==> src/verilog/mac_tx_regs_pkg.sv <==
// Purpose: Shared constants and carriers for the MAC transmit FIFO control registers.
// Assumes: Registers sit on APB at byte address four times the register index.
// Notes:   Registers are eight bits wide in the low byte of each word.
package mac_tx_regs_pkg;

   localparam int unsigned ADDR_W  = 8;
   localparam int unsigned DATA_W  = 32;
   localparam int unsigned IDX_W   = 6;
   localparam int unsigned N_SLOTF = 2;
   localparam int unsigned N_END   = 5;

   // Register indices; the byte address is the index times four.
   localparam logic [IDX_W-1:0] IDX_NORMAL   = 6'h1b;
   localparam logic [IDX_W-1:0] IDX_SLOT1    = 6'h1c;
   localparam logic [IDX_W-1:0] IDX_SLOT2    = 6'h1d;
   localparam logic [IDX_W-1:0] IDX_END_32   = 6'h1e;
   localparam logic [IDX_W-1:0] IDX_END_54   = 6'h1f;
   localparam logic [IDX_W-1:0] IDX_END_6    = 6'h20;
   localparam logic [IDX_W-1:0] IDX_PEND     = 6'h21;
   localparam logic [IDX_W-1:0] IDX_WAKE     = 6'h22;

   // Field positions.
   localparam int unsigned TRIG_BIT   = 0;
   localparam int unsigned SEC_BIT    = 1;
   localparam int unsigned ACK_BIT    = 2;
   localparam int unsigned IND_BIT    = 3;
   localparam int unsigned RXFP_BIT   = 4;
   localparam int unsigned SLOT_LSB   = 3;
   localparam int unsigned RETRY_LSB  = 6;
   localparam int unsigned ACKFP_BIT  = 0;
   localparam int unsigned ALT_BIT    = 1;
   localparam int unsigned SPACE_LSB  = 2;
   localparam int unsigned IVAL_LSB   = 0;
   localparam int unsigned REGW_BIT   = 6;
   localparam int unsigned IMM_BIT    = 7;

   // Reset values.
   localparam logic [5:0] SPACE_RST = 6'h21;
   localparam logic [5:0] IVAL_RST  = 6'h00;
   localparam logic [3:0] END_RST   = 4'h0;

   typedef struct packed {
      logic indirect;
      logic ack_req;
      logic sec_en;
   } normal_cfg_t;

   typedef struct packed {
      logic [1:0] retry_limit;
      logic [2:0] slot;
      logic       ack_req;
      logic       sec_en;
   } slot_cfg_t;

   function automatic logic addr_hit(input logic [ADDR_W-1:0] a, input logic [IDX_W-1:0] idx);
      return a == {idx, 2'b00};
   endfunction

endpackage

==> src/verilog/mac_tx_fifo_control_regs.sv <==
// Purpose: APB register bank for the MAC transmit FIFO controls.
// Assumes: MAC engine signals share pclk; APB master obeys APB4 timing.
// Notes:   One wait-free access phase follows each setup; pready rises then.
// How it works
// - Writing one to the normal trigger launches the normal FIFO frame, then self-clears.
// - Writing one to slot FIFO 1 trigger launches its frame, then self-clears.
// - Writing one to slot FIFO 2 trigger launches its frame, then self-clears.
// - Acknowledgement-request bit asks engine to expect an ack and retransmit; resets zero.
// - Security-enable bit makes the engine secure that FIFO's frame; resets zero.
// - Read-only status bit shows frame-pending flag of the last received ack.
// - Indirect bit marks the normal frame as indirect, coordinator only; resets zero.
// - Indirect, ack-request and security bits of normal FIFO clear at next trigger.
// - Slot retry field: write sets retry limit, read returns retries actually used.
// - Three-bit slot field picks the guaranteed slot each slot FIFO uses.
// - Four-bit end slots of slots two to six, higher slot in upper nibble.
// - Long interframe spacing field, six bits, resets to 0x21.
// - Alternate bit keeps slot FIFOs toggling through the contention-free period.
// - Host frame-pending value is copied into outgoing acknowledgement frames.
// - Immediate wake enable bit, reset zero.
// - Six-bit beacon start interval, reset zero.
//
// Design decision made here: register access over APB.
`timescale 1ns/10ps
`default_nettype none
module mac_tx_fifo_control_regs
   import mac_tx_regs_pkg::*;
(
   input  wire logic                     pclk,
   input  wire logic                     presetn,
   input  wire logic                     psel,
   input  wire logic                     penable,
   input  wire logic                     pwrite,
   input  wire logic [ADDR_W-1:0]        paddr,
   input  wire logic [DATA_W-1:0]        pwdata,
   input  wire logic [3:0]               pstrb,
   output logic      [DATA_W-1:0]        prdata,
   output logic                          pready,
   output logic                          pslverr,
   input  wire logic                     normal_busy,
   input  wire logic                     rx_ack_valid,
   input  wire logic                     rx_ack_fp,
   input  wire logic [N_SLOTF-1:0]       slot_busy,
   input  wire logic [N_SLOTF-1:0]       slot_done,
   input  wire logic [N_SLOTF-1:0][1:0]  slot_retry_used,
   output logic                          normal_start,
   output normal_cfg_t                   normal_cfg,
   output logic      [N_SLOTF-1:0]       slot_start,
   output slot_cfg_t [N_SLOTF-1:0]       slot_cfg,
   output logic      [N_END-1:0][3:0]    end_slot,
   output logic      [5:0]               min_long_interframe_spacing,
   output logic                          slot_fifo_alternate,
   output logic                          ack_pending_value,
   output logic                          immediate_wake_enable,
   output logic                          register_wake_pulse,
   output logic      [5:0]               beacon_start_interval
);

   logic                    setup;
   logic                    wr_en;
   logic                    mapped;
   logic [7:0]              wbyte;
   logic [7:0]              rd_byte;
   logic                    wr_normal;
   logic                    wr_end32;
   logic                    wr_end54;
   logic                    wr_end6;
   logic                    wr_pend;
   logic                    wr_wake;
   logic [N_SLOTF-1:0]      wr_slot;
   logic [N_SLOTF-1:0][7:0] slot_rd;
   logic                    normal_trig_q;
   logic                    normal_trig_d;
   logic                    normal_start_d;
   normal_cfg_t             normal_ctl_q;
   logic                    rx_fp_q;

   assign setup  = psel & ~penable;
   // Only the low byte lane carries register data.
   assign wr_en  = psel & penable & pready & pwrite & pstrb[0];
   assign wbyte  = pwdata[7:0];
   assign mapped = addr_hit(paddr, IDX_NORMAL) | addr_hit(paddr, IDX_SLOT1)
                 | addr_hit(paddr, IDX_SLOT2)  | addr_hit(paddr, IDX_END_32)
                 | addr_hit(paddr, IDX_END_54) | addr_hit(paddr, IDX_END_6)
                 | addr_hit(paddr, IDX_PEND)   | addr_hit(paddr, IDX_WAKE);

   assign wr_normal  = wr_en & addr_hit(paddr, IDX_NORMAL);
   assign wr_slot[0] = wr_en & addr_hit(paddr, IDX_SLOT1);
   assign wr_slot[1] = wr_en & addr_hit(paddr, IDX_SLOT2);
   assign wr_end32   = wr_en & addr_hit(paddr, IDX_END_32);
   assign wr_end54   = wr_en & addr_hit(paddr, IDX_END_54);
   assign wr_end6    = wr_en & addr_hit(paddr, IDX_END_6);
   assign wr_pend    = wr_en & addr_hit(paddr, IDX_PEND);
   assign wr_wake    = wr_en & addr_hit(paddr, IDX_WAKE);

   // The APB slave answers in the first access cycle; unmapped words err.
   always_ff @(posedge pclk or negedge presetn) begin
      if (!presetn) begin
         pready  <= 1'b0;
         pslverr <= 1'b0;
         prdata  <= '0;
      end else begin
         pready  <= setup;
         pslverr <= setup & ~mapped;
         if (setup && !pwrite) begin
            prdata <= {24'h000000, rd_byte};
         end
      end
   end

   always_comb begin
      rd_byte = 8'h00;
      if (addr_hit(paddr, IDX_NORMAL)) begin
         rd_byte[RXFP_BIT]   = rx_fp_q;
         rd_byte[IND_BIT]    = normal_ctl_q.indirect;
         rd_byte[ACK_BIT]    = normal_ctl_q.ack_req;
         rd_byte[SEC_BIT]    = normal_ctl_q.sec_en;
         rd_byte[TRIG_BIT]   = normal_trig_q;
      end else if (addr_hit(paddr, IDX_SLOT1)) begin
         rd_byte = slot_rd[0];
      end else if (addr_hit(paddr, IDX_SLOT2)) begin
         rd_byte = slot_rd[1];
      end else if (addr_hit(paddr, IDX_END_32)) begin
         rd_byte = {end_slot[1], end_slot[0]};
      end else if (addr_hit(paddr, IDX_END_54)) begin
         rd_byte = {end_slot[3], end_slot[2]};
      end else if (addr_hit(paddr, IDX_END_6)) begin
         rd_byte = {4'h0, end_slot[4]};
      end else if (addr_hit(paddr, IDX_PEND)) begin
         rd_byte = {min_long_interframe_spacing, slot_fifo_alternate, ack_pending_value};
      end else if (addr_hit(paddr, IDX_WAKE)) begin
         rd_byte = {immediate_wake_enable, register_wake_pulse, beacon_start_interval};
      end
   end

   // Normal FIFO launch: the trigger waits while the engine is busy.
   assign normal_start_d = normal_trig_q & ~normal_busy & ~normal_start;
   // A one written during a launch cycle survives; a zero changes nothing.
   assign normal_trig_d  = (normal_trig_q & ~normal_start_d)
                         | (wr_normal & wbyte[TRIG_BIT]);

   always_ff @(posedge pclk or negedge presetn) begin
      if (!presetn) begin
         normal_trig_q <= 1'b0;
         normal_start  <= 1'b0;
      end else begin
         normal_trig_q <= normal_trig_d;
         normal_start  <= normal_start_d;
      end
   end

   // The launched frame carries the options latched at launch; the register
   // copies are then cleared, but a write in the same cycle wins.
   always_ff @(posedge pclk or negedge presetn) begin
      if (!presetn) begin
         normal_ctl_q <= '0;
         normal_cfg   <= '0;
      end else begin
         if (normal_start_d) begin
            normal_cfg <= normal_ctl_q;
         end
         if (wr_normal) begin
            normal_ctl_q.indirect <= wbyte[IND_BIT];
            normal_ctl_q.ack_req  <= wbyte[ACK_BIT];
            normal_ctl_q.sec_en   <= wbyte[SEC_BIT];
         end else if (normal_start_d) begin
            normal_ctl_q <= '0;
         end
      end
   end

   always_ff @(posedge pclk or negedge presetn) begin
      if (!presetn) begin
         rx_fp_q <= 1'b0;
      end else if (rx_ack_valid) begin
         rx_fp_q <= rx_ack_fp;
      end
   end

   genvar g;
   generate
      for (g = 0; g < N_SLOTF; g++) begin : g_slot
         slot_fifo_ctl u_slot (
            .pclk       (pclk),
            .presetn    (presetn),
            .wr_en      (wr_slot[g]),
            .wdata      (wbyte),
            .busy       (slot_busy[g]),
            .done       (slot_done[g]),
            .retry_used (slot_retry_used[g]),
            .rd_value   (slot_rd[g]),
            .start      (slot_start[g]),
            .cfg        (slot_cfg[g])
         );
      end
   endgenerate

   // End slots of guaranteed slots two to six.
   always_ff @(posedge pclk or negedge presetn) begin
      if (!presetn) begin
         end_slot <= {N_END{END_RST}};
      end else begin
         if (wr_end32) begin
            end_slot[0] <= wbyte[3:0];
            end_slot[1] <= wbyte[7:4];
         end
         if (wr_end54) begin
            end_slot[2] <= wbyte[3:0];
            end_slot[3] <= wbyte[7:4];
         end
         if (wr_end6) begin
            // Fifteen is needed here when a seventh slot exists.
            end_slot[4] <= wbyte[3:0];
         end
      end
   end

   always_ff @(posedge pclk or negedge presetn) begin
      if (!presetn) begin
         min_long_interframe_spacing <= SPACE_RST;
         slot_fifo_alternate         <= 1'b0;
         ack_pending_value           <= 1'b0;
      end else if (wr_pend) begin
         min_long_interframe_spacing <= wbyte[SPACE_LSB +: 6];
         slot_fifo_alternate         <= wbyte[ALT_BIT];
         ack_pending_value           <= wbyte[ACKFP_BIT];
      end
   end

   // The wake pulse is a plain level the host raises and lowers.
   always_ff @(posedge pclk or negedge presetn) begin
      if (!presetn) begin
         immediate_wake_enable <= 1'b0;
         register_wake_pulse   <= 1'b0;
         beacon_start_interval <= IVAL_RST;
      end else if (wr_wake) begin
         immediate_wake_enable <= wbyte[IMM_BIT];
         register_wake_pulse   <= wbyte[REGW_BIT];
         beacon_start_interval <= wbyte[IVAL_LSB +: 6];
      end
   end
endmodule
`default_nettype wire

==> src/verilog/slot_fifo_ctl.sv <==
// Purpose: Control register of one guaranteed-slot transmit FIFO.
// Assumes: Write strobe and data come from the APB slave on the same clock.
// Notes:   Retry field reads back the retries used, not the limit written.
`timescale 1ns/10ps
`default_nettype none
module slot_fifo_ctl
   import mac_tx_regs_pkg::*;
(
   input  wire logic       pclk,
   input  wire logic       presetn,
   input  wire logic       wr_en,
   input  wire logic [7:0] wdata,
   input  wire logic       busy,
   input  wire logic       done,
   input  wire logic [1:0] retry_used,
   output logic      [7:0] rd_value,
   output logic            start,
   output slot_cfg_t       cfg
);

   logic       trig_q;
   logic       trig_d;
   logic       start_d;
   logic [1:0] used_q;

   assign start_d  = trig_q & ~busy & ~start;
   // A new trigger written while the old one launches is kept.
   assign trig_d   = (trig_q & ~start_d) | (wr_en & wdata[TRIG_BIT]);
   assign rd_value = {used_q, cfg.slot, cfg.ack_req, cfg.sec_en, trig_q};

   always_ff @(posedge pclk or negedge presetn) begin
      if (!presetn) begin
         trig_q <= 1'b0;
         start  <= 1'b0;
      end else begin
         trig_q <= trig_d;
         start  <= start_d;
      end
   end

   always_ff @(posedge pclk or negedge presetn) begin
      if (!presetn) begin
         cfg <= '0;
      end else if (wr_en) begin
         cfg.retry_limit <= wdata[RETRY_LSB +: 2];
         cfg.slot        <= wdata[SLOT_LSB +: 3];
         cfg.ack_req     <= wdata[ACK_BIT];
         cfg.sec_en      <= wdata[SEC_BIT];
      end
   end

   always_ff @(posedge pclk or negedge presetn) begin
      if (!presetn) begin
         used_q <= 2'h0;
      end else if (done) begin
         used_q <= retry_used;
      end
   end

endmodule
`default_nettype wire
==> config.mk <==
export PLATFORM = sky130hd
export DESIGN_NAME = mac_tx_fifo_control_regs
export DESIGN_NICKNAME = d
export VERILOG_FILES = /design/src/verilog/mac_tx_regs_pkg.sv /design/src/verilog/mac_tx_fifo_control_regs.sv /design/src/verilog/slot_fifo_ctl.sv
export SDC_FILE = /design/constraint.sdc
export NUM_CORES = 1
export LEC_CHECK = 0
export BUFFER_PORTS_ARGS = -buffer_cell sky130_fd_sc_hd__buf_2
export CAP_MARGIN = 20
export CORE_MARGIN = 4
export CORE_UTILIZATION = 25
export CTS_CLUSTER_DIAMETER = 150
export DETAILED_ROUTE_END_ITERATION = 6
export GPL_TIMING_DRIVEN = 0
export PLACE_DENSITY = 0.55
export SETUP_SLACK_MARGIN = 0.5
export SKIP_LAST_GASP = 1
export SYNTH_ARGS = -nofsm -noshare
export SYNTH_HDL_FRONTEND = slang
export SYNTH_SLANG_ARGS = --single-unit
==> constraint.sdc <==
create_clock -name pclk -period 1.66 [get_ports pclk]
set_clock_uncertainty 0.05 [all_clocks]
set_input_delay 0.249 -clock pclk [delete_from_list [all_inputs] [get_ports pclk]]
set_output_delay 0.249 -clock pclk [all_outputs]
set_load 0.05 [all_outputs]
==> results of run 1 <==
## layer usage
| metal | up-vias | part of all wire (%) | GRT usage (%) |
|---|---|---|---|
| met5 | - | 0 | 0 |
| met4 | 0 | 2.0 | 5.54 |
| li1 | 1579 | - | - |
| met2 | 122 | 46 | 22.9 |
| met3 | 20 | 7.8 | 5.32 |
| met1 | 1631 | 44 | 19.2 |
## cell families (layout without fill, tap and decap cells)
family	count (synthesis)	count (layout)	share of synthesized area, %
mux	61	61	17.5
flops	77	77	49.8
compound gates	67	67	10.3
other cells	1	24	0.0969
simple gates	85	85	12.8
buf+inv	57	238	9.47
## Yosys cell counts, types with 2 or more instances
| library cell | number |
|---|---|
| inv_1 | 8 |
| o22ai_1 | 8 |
| nand3_1 | 2 |
| mux2i_1 | 7 |
| o31ai_1 | 3 |
| mux2_2 | 54 |
| a2bb2oi_1 | 4 |
| a21oi_1 | 13 |
| dfrtp_1 | 75 |
| nand2b_1 | 4 |
| nor2_1 | 13 |
| buf_4 | 37 |
| a211oi_1 | 5 |
| buf_2 | 5 |
| and3_1 | 2 |
| a22oi_1 | 4 |
| nor3_1 | 2 |
| nor3b_1 | 6 |
| nor3_4 | 2 |
| nand3b_1 | 3 |
| a22o_1 | 2 |
| nand2_1 | 31 |
| nor2b_1 | 2 |
| nor4_1 | 6 |
| clkbuf_1 | 5 |
| dfstp_2 | 2 |
| o21ai_0 | 28 |
## registers in the layout (all words and copies together), names as in the netlist
name,count
end_slot,20
g_slot.u_slot.cfg,14
prdata,8
beacon_start_interval,6
min_long_interframe_spacing,6
g_slot.u_slot.used_q,4
normal_cfg,3
normal_ctl_q,3
g_slot.u_slot.start,2
g_slot.u_slot.trig_q,2
ack_pending_value,1
immediate_wake_enable,1
normal_start,1
normal_trig_q,1
pready,1
pslverr,1
register_wake_pulse,1
rx_fp_q,1
slot_fifo_alternate,1
## final timing paths
kind / startpoint / to / depth (start not counted)
hold reg to reg: g_slot[1].u_slot.start$_DFF_PN0_ / g_slot[1].u_slot.start$_DFF_PN0_ / 1
hold / removal: slot_busy[0] / g_slot[0].u_slot.start$_DFF_PN0_ / 2
setup reg to reg: pready$_DFF_PN0_ / end_slot[14]$_DFFE_PN0P_ / 5
min in group asynchronous: presetn / g_slot[1].u_slot.trig_q$_DFF_PN0_ / 2
setup / recovery: pready$_DFF_PN0_ / end_slot[14]$_DFFE_PN0P_ / 5
max in group asynchronous: presetn / beacon_start_interval[4]$_DFFE_PN0P_ / 3
## through the flow
stage	cells	utilization (%)
2_1_floorplan	371	-
3_3_place_gp	656	31.8
3_5_place_dp	657	32.0
4_1_cts	726	40.7
5_1_grt	740	43.1
6_report	740	43.1
## where the power goes
group	internal (mW)	total [mW]	switching [mW]	leakage, nW
Combinational	0.237	0.671	0.434	2.04
Clock	1.21	1.96	0.756	0.141
Sequential	1.92	1.95	0.0294	1.03
## area by class of cell
| class | count | area [um2] | share of cell area (%) |
|---|---|---|---|
| clock inverter | 2 | 35.0 | 0.535 |
| sequential | 77 | 1930 | 29.5 |
| timing repair buffer | 165 | 1580 | 24.1 |
| inverter | 8 | 30.0 | 0.459 |
| tap | 188 | 235 | 3.59 |
| clock buffer | 14 | 254 | 3.88 |
| buffer | 49 | 440 | 6.73 |
| multi-input combinational | 237 | 2040 | 31.2 |
## cell usage in the layout (no fill, tap or decap), drive strengths merged
cell / instances
buf: 207
dfrtp: 75
mux2: 54
nand2: 32
o21ai: 28
conb: 24
clkbuf: 20
a21oi: 13
nor2: 13
inv: 8
o22ai: 8
mux2i: 7
nor4: 7
nor3b: 6
nor3: 5
a211oi: 5
a22oi: 4
nand2b: 4
a2bb2oi: 4
nand3b: 3
o31ai: 3
a22o: 2
nor2b: 2
dfstp: 2
and3: 2
nand3: 2
or3b: 2
and2b: 1
nor4b: 1
and4b: 1
or2: 1
and2: 1
or4: 1
or3: 1
clkinv: 1
bufinv: 1
dlygate4sd3: 1
## critical path: stages (launching register included)
cell and delay, ps:
dfrtp_2 350, and3_4 190, nand3_4 140, or3_4 410, buf_6 160, mux2_2 280
## what timing repair did
action | CTS | global route
hold buffers | 1 | 0
buffers inserted | 52 | 14
endpoints found under the setup margin | 131 | 174
endpoints found under the hold margin | 35 | 0
pin swaps | 17 | 10
gates resized for setup | 200 | 66
==> metrics.yaml, run 1 <==
status:
  status: "finished with violations"
  violations: "negative setup slack"
critical_path:
  critical_path.max_fanout: 9
  reg2reg_slack_ps: -40
  crit_required_ps: 1830
  end_kind: "flip-flop"
  crit_arrival_ps: 1870
  criticalPathCategory: "reg -> reg"
  startpoint_type: "flip-flop"
floorplan:
  dieArea_um2: 17500
  io_pins: 150
  core_area_um2: 15200
  die_w_um: 132
  fp.dieH_um: 132
  num_rows: 45
  start_util_pct: 25.5
yosys:
  synthArstFlopShare_pct: 100
  syn_avg_cell_area_um2: 11.1
  yosysTopAreaCellShare_pct: 48.5
  synthFlopType: "dfrtp_1"
  syn_area_um2: 3870
  yosysSeqAreaShare_pct: 49.8
  yosys-top-cells-area: "dfrtp_1 (48%), mux2_2 (16%), buf_4 (7.2%)"
  ys.warnings.count: 0
  synth.distinct_cells: 42
  netlist_instances: 348
  synth_edf_count: 0
  yosysTopAreaCell: "dfrtp_1"
  ys_ff_latch: 77
run:
  cap_violations: 0
timing:
  layout_min_cycle_time_ps: 1700
  hold-worst-slack_ps: 23.3
  slew_viol_final: 0
  finalSetupTns_ps: -162
  fin_crit_sh_pct: 102
  hold_violations: 0
  rsz0062_at_grt: "yes"
  timing.fmax_mhz: 590
  worst_slack_ps: -36.1
  tightest_slew_ps: 554
  finalSetupViolations: 8
  relSlewSlack_pct: 62.9
routing:
  via_count: 3352
  viasPerCell: 4.53
  drcViolationCount: 0
  drt-pass1-iter-count: 4
  ant_nets: 0
  drt_iter0_markers: 138
  wl_um: 13000
  wl_per_cell_um: 17.6
final_layout:
  fillers: 1452
  fin_area_um2: 6550
  drive_gt1_share_pct: 62.0
  nets: 607
  syn_to_final_growth_pct: 69.1
  diodes: 0
global_route:
  grt_pass1_wl_um: 20200
  grt_pass1_vias: 3564
  overflow: 0
  grt_util_all_layers_pct: 14.9
  grt_max_degree: 41
  antenna_found_initial: 0
pwr:
  vdd_drop_max_mv: 0.425
  finalPower_mw: 4.58
  p_per_area_nw_per_um2: 699
  total_leakage_power_nw: 3.21
clocking:
  numCtsBuffers: 9
  path_clk_slew_ps: 60
  cts_tree: "yes"
  htreeDepth: 3
  clk_path_buf_depth: 2
  clk_latency_ps: 340
  cts_root_buffer: "clkbuf_16"
  cts_sinks: 77
place:
  place_ws_ps: -720
  place.gp.congestion: 0.826
  portBuffers: 97
  dpl_cell_area_um2: 4860
  dp_hpwl_um: 9140
min_path:
  hold_path_class: "in -> reg"
Power figures use the tool's default switching activity.
==> inputs of run 2 (changes only) <==
--- a/config.mk
+++ b/config.mk
@@ -5,15 +5,18 @@
 export SDC_FILE = /design/constraint.sdc
 export NUM_CORES = 1
 export LEC_CHECK = 0
+export ABC_AREA = 1
 export BUFFER_PORTS_ARGS = -buffer_cell sky130_fd_sc_hd__buf_2
 export CAP_MARGIN = 20
+export CORE_ASPECT_RATIO = 0.8
 export CORE_MARGIN = 4
 export CORE_UTILIZATION = 25
 export CTS_CLUSTER_DIAMETER = 150
 export DETAILED_ROUTE_END_ITERATION = 6
 export GPL_TIMING_DRIVEN = 0
-export PLACE_DENSITY = 0.55
+export PLACE_DENSITY = 0.56
 export SETUP_SLACK_MARGIN = 0.5
+export SKIP_CTS_REPAIR_TIMING = 1
 export SKIP_LAST_GASP = 1
 export SYNTH_ARGS = -nofsm -noshare
 export SYNTH_HDL_FRONTEND = slang
==> run 2 against run 1 <==
The run ends with negative hold slack left; combinational power up 7.9%; global-route usage fell by 1.5 points; fmax increased by 26%; worst hold slack lost 200 ps; cell count up 8.2%; area after synthesis decreased by 3.6%; critical path type is now reg -> out; largest cell class is now registers.
==> metrics.yaml, run 2 <==
global_route:
  grt_pass1_wl_um: 17200  # -15%
  busiest_layer: "met2"
  use_met2_pct: 19.6  # -3.3 points
  grtUsageMet3_pct: 4.14  # -1.2 points
  grt_util_all_layers_pct: 13.4  # -1.5 points
  grt_pass1_vias: 3160  # -11%
  grt_max_degree: 44  # +7.3%
  overflow: 0  # unchanged
  antenna_found_initial: 0  # unchanged
  use_met1_pct: 19.1  # -0.070 points
routing:
  wl_per_cell_um: 15.6  # -11%
  drt-pass1-iter-count: 4  # unchanged
  via_count: 3561  # +6.2%
  ant_nets: 0  # unchanged
  viasPerCell: 4.45  # -1.9%
  wl_um: 12500  # -4.0%
  drt_iter0_markers: 178  # +29%
  drcViolationCount: 0  # unchanged
yosys:
  syn_area_um2: 3730  # -3.6%
  synth_edf_count: 0  # unchanged
  syn_avg_cell_area_um2: 8.80  # -21%
  yosysTopAreaCell: "dfrtp_1"
  synth.distinct_cells: 31  # -26%
  yosysTopAreaCellShare_pct: 50.3  # +1.8 points
  ys.warnings.count: 0  # unchanged
  synthArstFlopShare_pct: 100  # unchanged
  ys_ff_latch: 77  # unchanged
  yosysMostFrequentCell: "nand2_1"
  synthFlopType: "dfrtp_1"
  yosysSeqAreaShare_pct: 51.7  # +1.9 points
  netlist_instances: 424  # +22%
  yosys-top-cells-area: "dfrtp_1 (50%), nand2_1 (11%), buf_4 (7.2%)"
  synth_common_cells: "nand2_1 (105), dfrtp_1 (75), o21ai_0 (43)"
final_layout:
  syn_to_final_growth_pct: 69.8
  final_common_cell: "nand2_1"
  largest_register_ffs: 20  # unchanged
  drive_gt1_share_pct: 52.0  # -9.9 points
  diodes: 0  # unchanged
  ff_latch_area_um2: 1940  # +0.39%
  fillers: 1414  # -2.6%
  multi_input_area_um2: 1720  # -16%
  layout_common_cells: "nand2_1 (93), buf_6 (75), buf_4 (71)"
  regMostFlops: "end_slot"
  top_regs: "end_slot: 20 flops, g_slot.u_slot.cfg: 14 flops, prdata: 8 flops"
  nets: 672  # +11%
pwr:
  p_per_area_nw_per_um2: 763  # +9.1%
  vdd_drop_max_mv: 0.492  # +16%
  finalPower_mw: 4.84  # +5.6%
  total_leakage_power_nw: 3.20  # -0.38%
critical_path:
  criticalPathCategory: "reg -> out"
  slowest_delay_ps: 560  # +150 ps
  startpoint_type: "flip-flop"
  crit_arrival_ps: 1050  # -820 ps
  crit_required_ps: 1360  # -470 ps
  path_buf_inv: 1  # unchanged
  critical_path.max_fanout: 3  # -6
  end_kind: "primary output"
  path_cells: "buf_8"
  path_delay_family: "flip-flops"
  critPathSlowestCell: "dfstp_2"
  reg2reg_slack_ps: 320  # +360 ps
floorplan:
  start_util_pct: 25.8  # +0.37 points
  io_pins: 150  # unchanged
  core_area_um2: 14400  # -5.0%
  dieArea_um2: 17000  # -3.3%
  die_w_um: 145  # +9.2%
  num_rows: 39  # -13%
  fp.dieH_um: 117  # -11%
clocking:
  cts_sinks: 77  # unchanged
  path_clk_slew_ps: 60  # about the same
  clk_latency_ps: 340  # about the same
  clk_path_buf_depth: 2  # unchanged
  cts_root_buffer: "clkbuf_16"
  cts_tree: "yes"
  numCtsBuffers: 9  # unchanged
  htreeDepth: 3  # unchanged
status:
  violations: "negative hold slack"
  status: "finished with violations"
place:
  place.gp.congestion: 0.799  # -3.3%
  portBuffers: 98  # +1.0%
  dp_hpwl_um: 8780  # -3.9%
timing:
  slew_viol_final: 0  # unchanged
  hold-worst-slack_ps: -180  # -203 ps
  fin_crit_sh_pct: 81.4  # -21 points
  layout_min_cycle_time_ps: 1350  # -345 ps
  hold_violations: 34  # +34
  finalSetupViolations: 0  # -8
  timing.fmax_mhz: 740  # +26%
  rsz0062_at_grt: "yes"
min_path:
  hold_path_class: "in -> async"
run:
  cap_violations: 0  # unchanged
run 2: stage by stage:
stage / cell area [um2] / utilization, % / setup WS (ps) / setup TNS (ps) / cells
4_1_cts: 5060 / 35.1 / 103 / 0 / 746
3_5_place_dp: 4740 / 32.8 / -156 / -1690 / 730
6_report: 6340 / 43.9 / 309 / 0 / 801
5_1_grt: 6340 / 43.9 / 258 / 0 / 801
2_1_floorplan: 3990 / - / 140 / 0 / 447
3_3_place_gp: 4710 / 32.6 / -410 / -22390 / 729
run 2: layer usage:
layer	vias to the layer above	part of all wire (%)
met5	-	0
met4	0	1.5
met3	13	8.2
met2	146	44
met1	1688	46
li1	1714	-
run 2: cell type report:
type / instances / area share (%)
flip-flops and latches: 77 / 30.6
multi-input cells: 287 / 27.1
repair buffers: 153 / 23.7
plain buffers: 44 / 6.65
clock buffers: 13 / 4.11
well taps: 184 / 3.63
inverters: 40 / 3.18
clock inverters: 3 / 1.07
run 2: path summary, 6_finish.rpt:
check	endpoint	cells past startpoint	from
setup reg to reg	beacon_start_interval[0]$_DFFE_PN0P_	7	pready$_DFF_PN0_
setup / recovery	min_long_interframe_spacing[0]	1	min_long_interframe_spacing[0]$_DFFE_PN1P_
hold reg to reg	normal_start$_DFF_PN0_	1	normal_start$_DFF_PN0_
min in group pclk	g_slot[0].u_slot.start$_DFF_PN0_	2	slot_busy[0]
hold / removal	pslverr$_DFF_PN0_	1	presetn
max in group asynchronous	min_long_interframe_spacing[5]$_DFFE_PN1P_	2	presetn
run 2: where the power goes:
group	switching, mW	total, mW	internal (mW)	leakage, nW
Sequential	0.0323	1.96	1.93	1.03
Combinational	0.478	0.724	0.246	2.01
Clock	0.753	2.15	1.40	0.156
Total	1.26	4.84	3.57	3.20
run 2: logic make-up (layout without fill, tap and decap cells):
group | Yosys count | in the layout | share of synthesized area [%]
AND/OR/NAND/NOR | 177 | 178 | 22.4
buffers and inverters | 84 | 253 | 12.6
other | 1 | 24 | 0.101
flip-flops | 77 | 77 | 51.7
multiplexers | 3 | 3 | 0.905
AO/OA/AOI/OAI | 82 | 82 | 12.2
run 2: worst reg2reg max path, stage by stage (launching register included):
cell	delay [ps]
dfrtp_2	360
nand3_2	90
nor2_4	110
buf_12	160
nand3_4	170
buf_8	190
nand2_2	50
o21ai_2	40
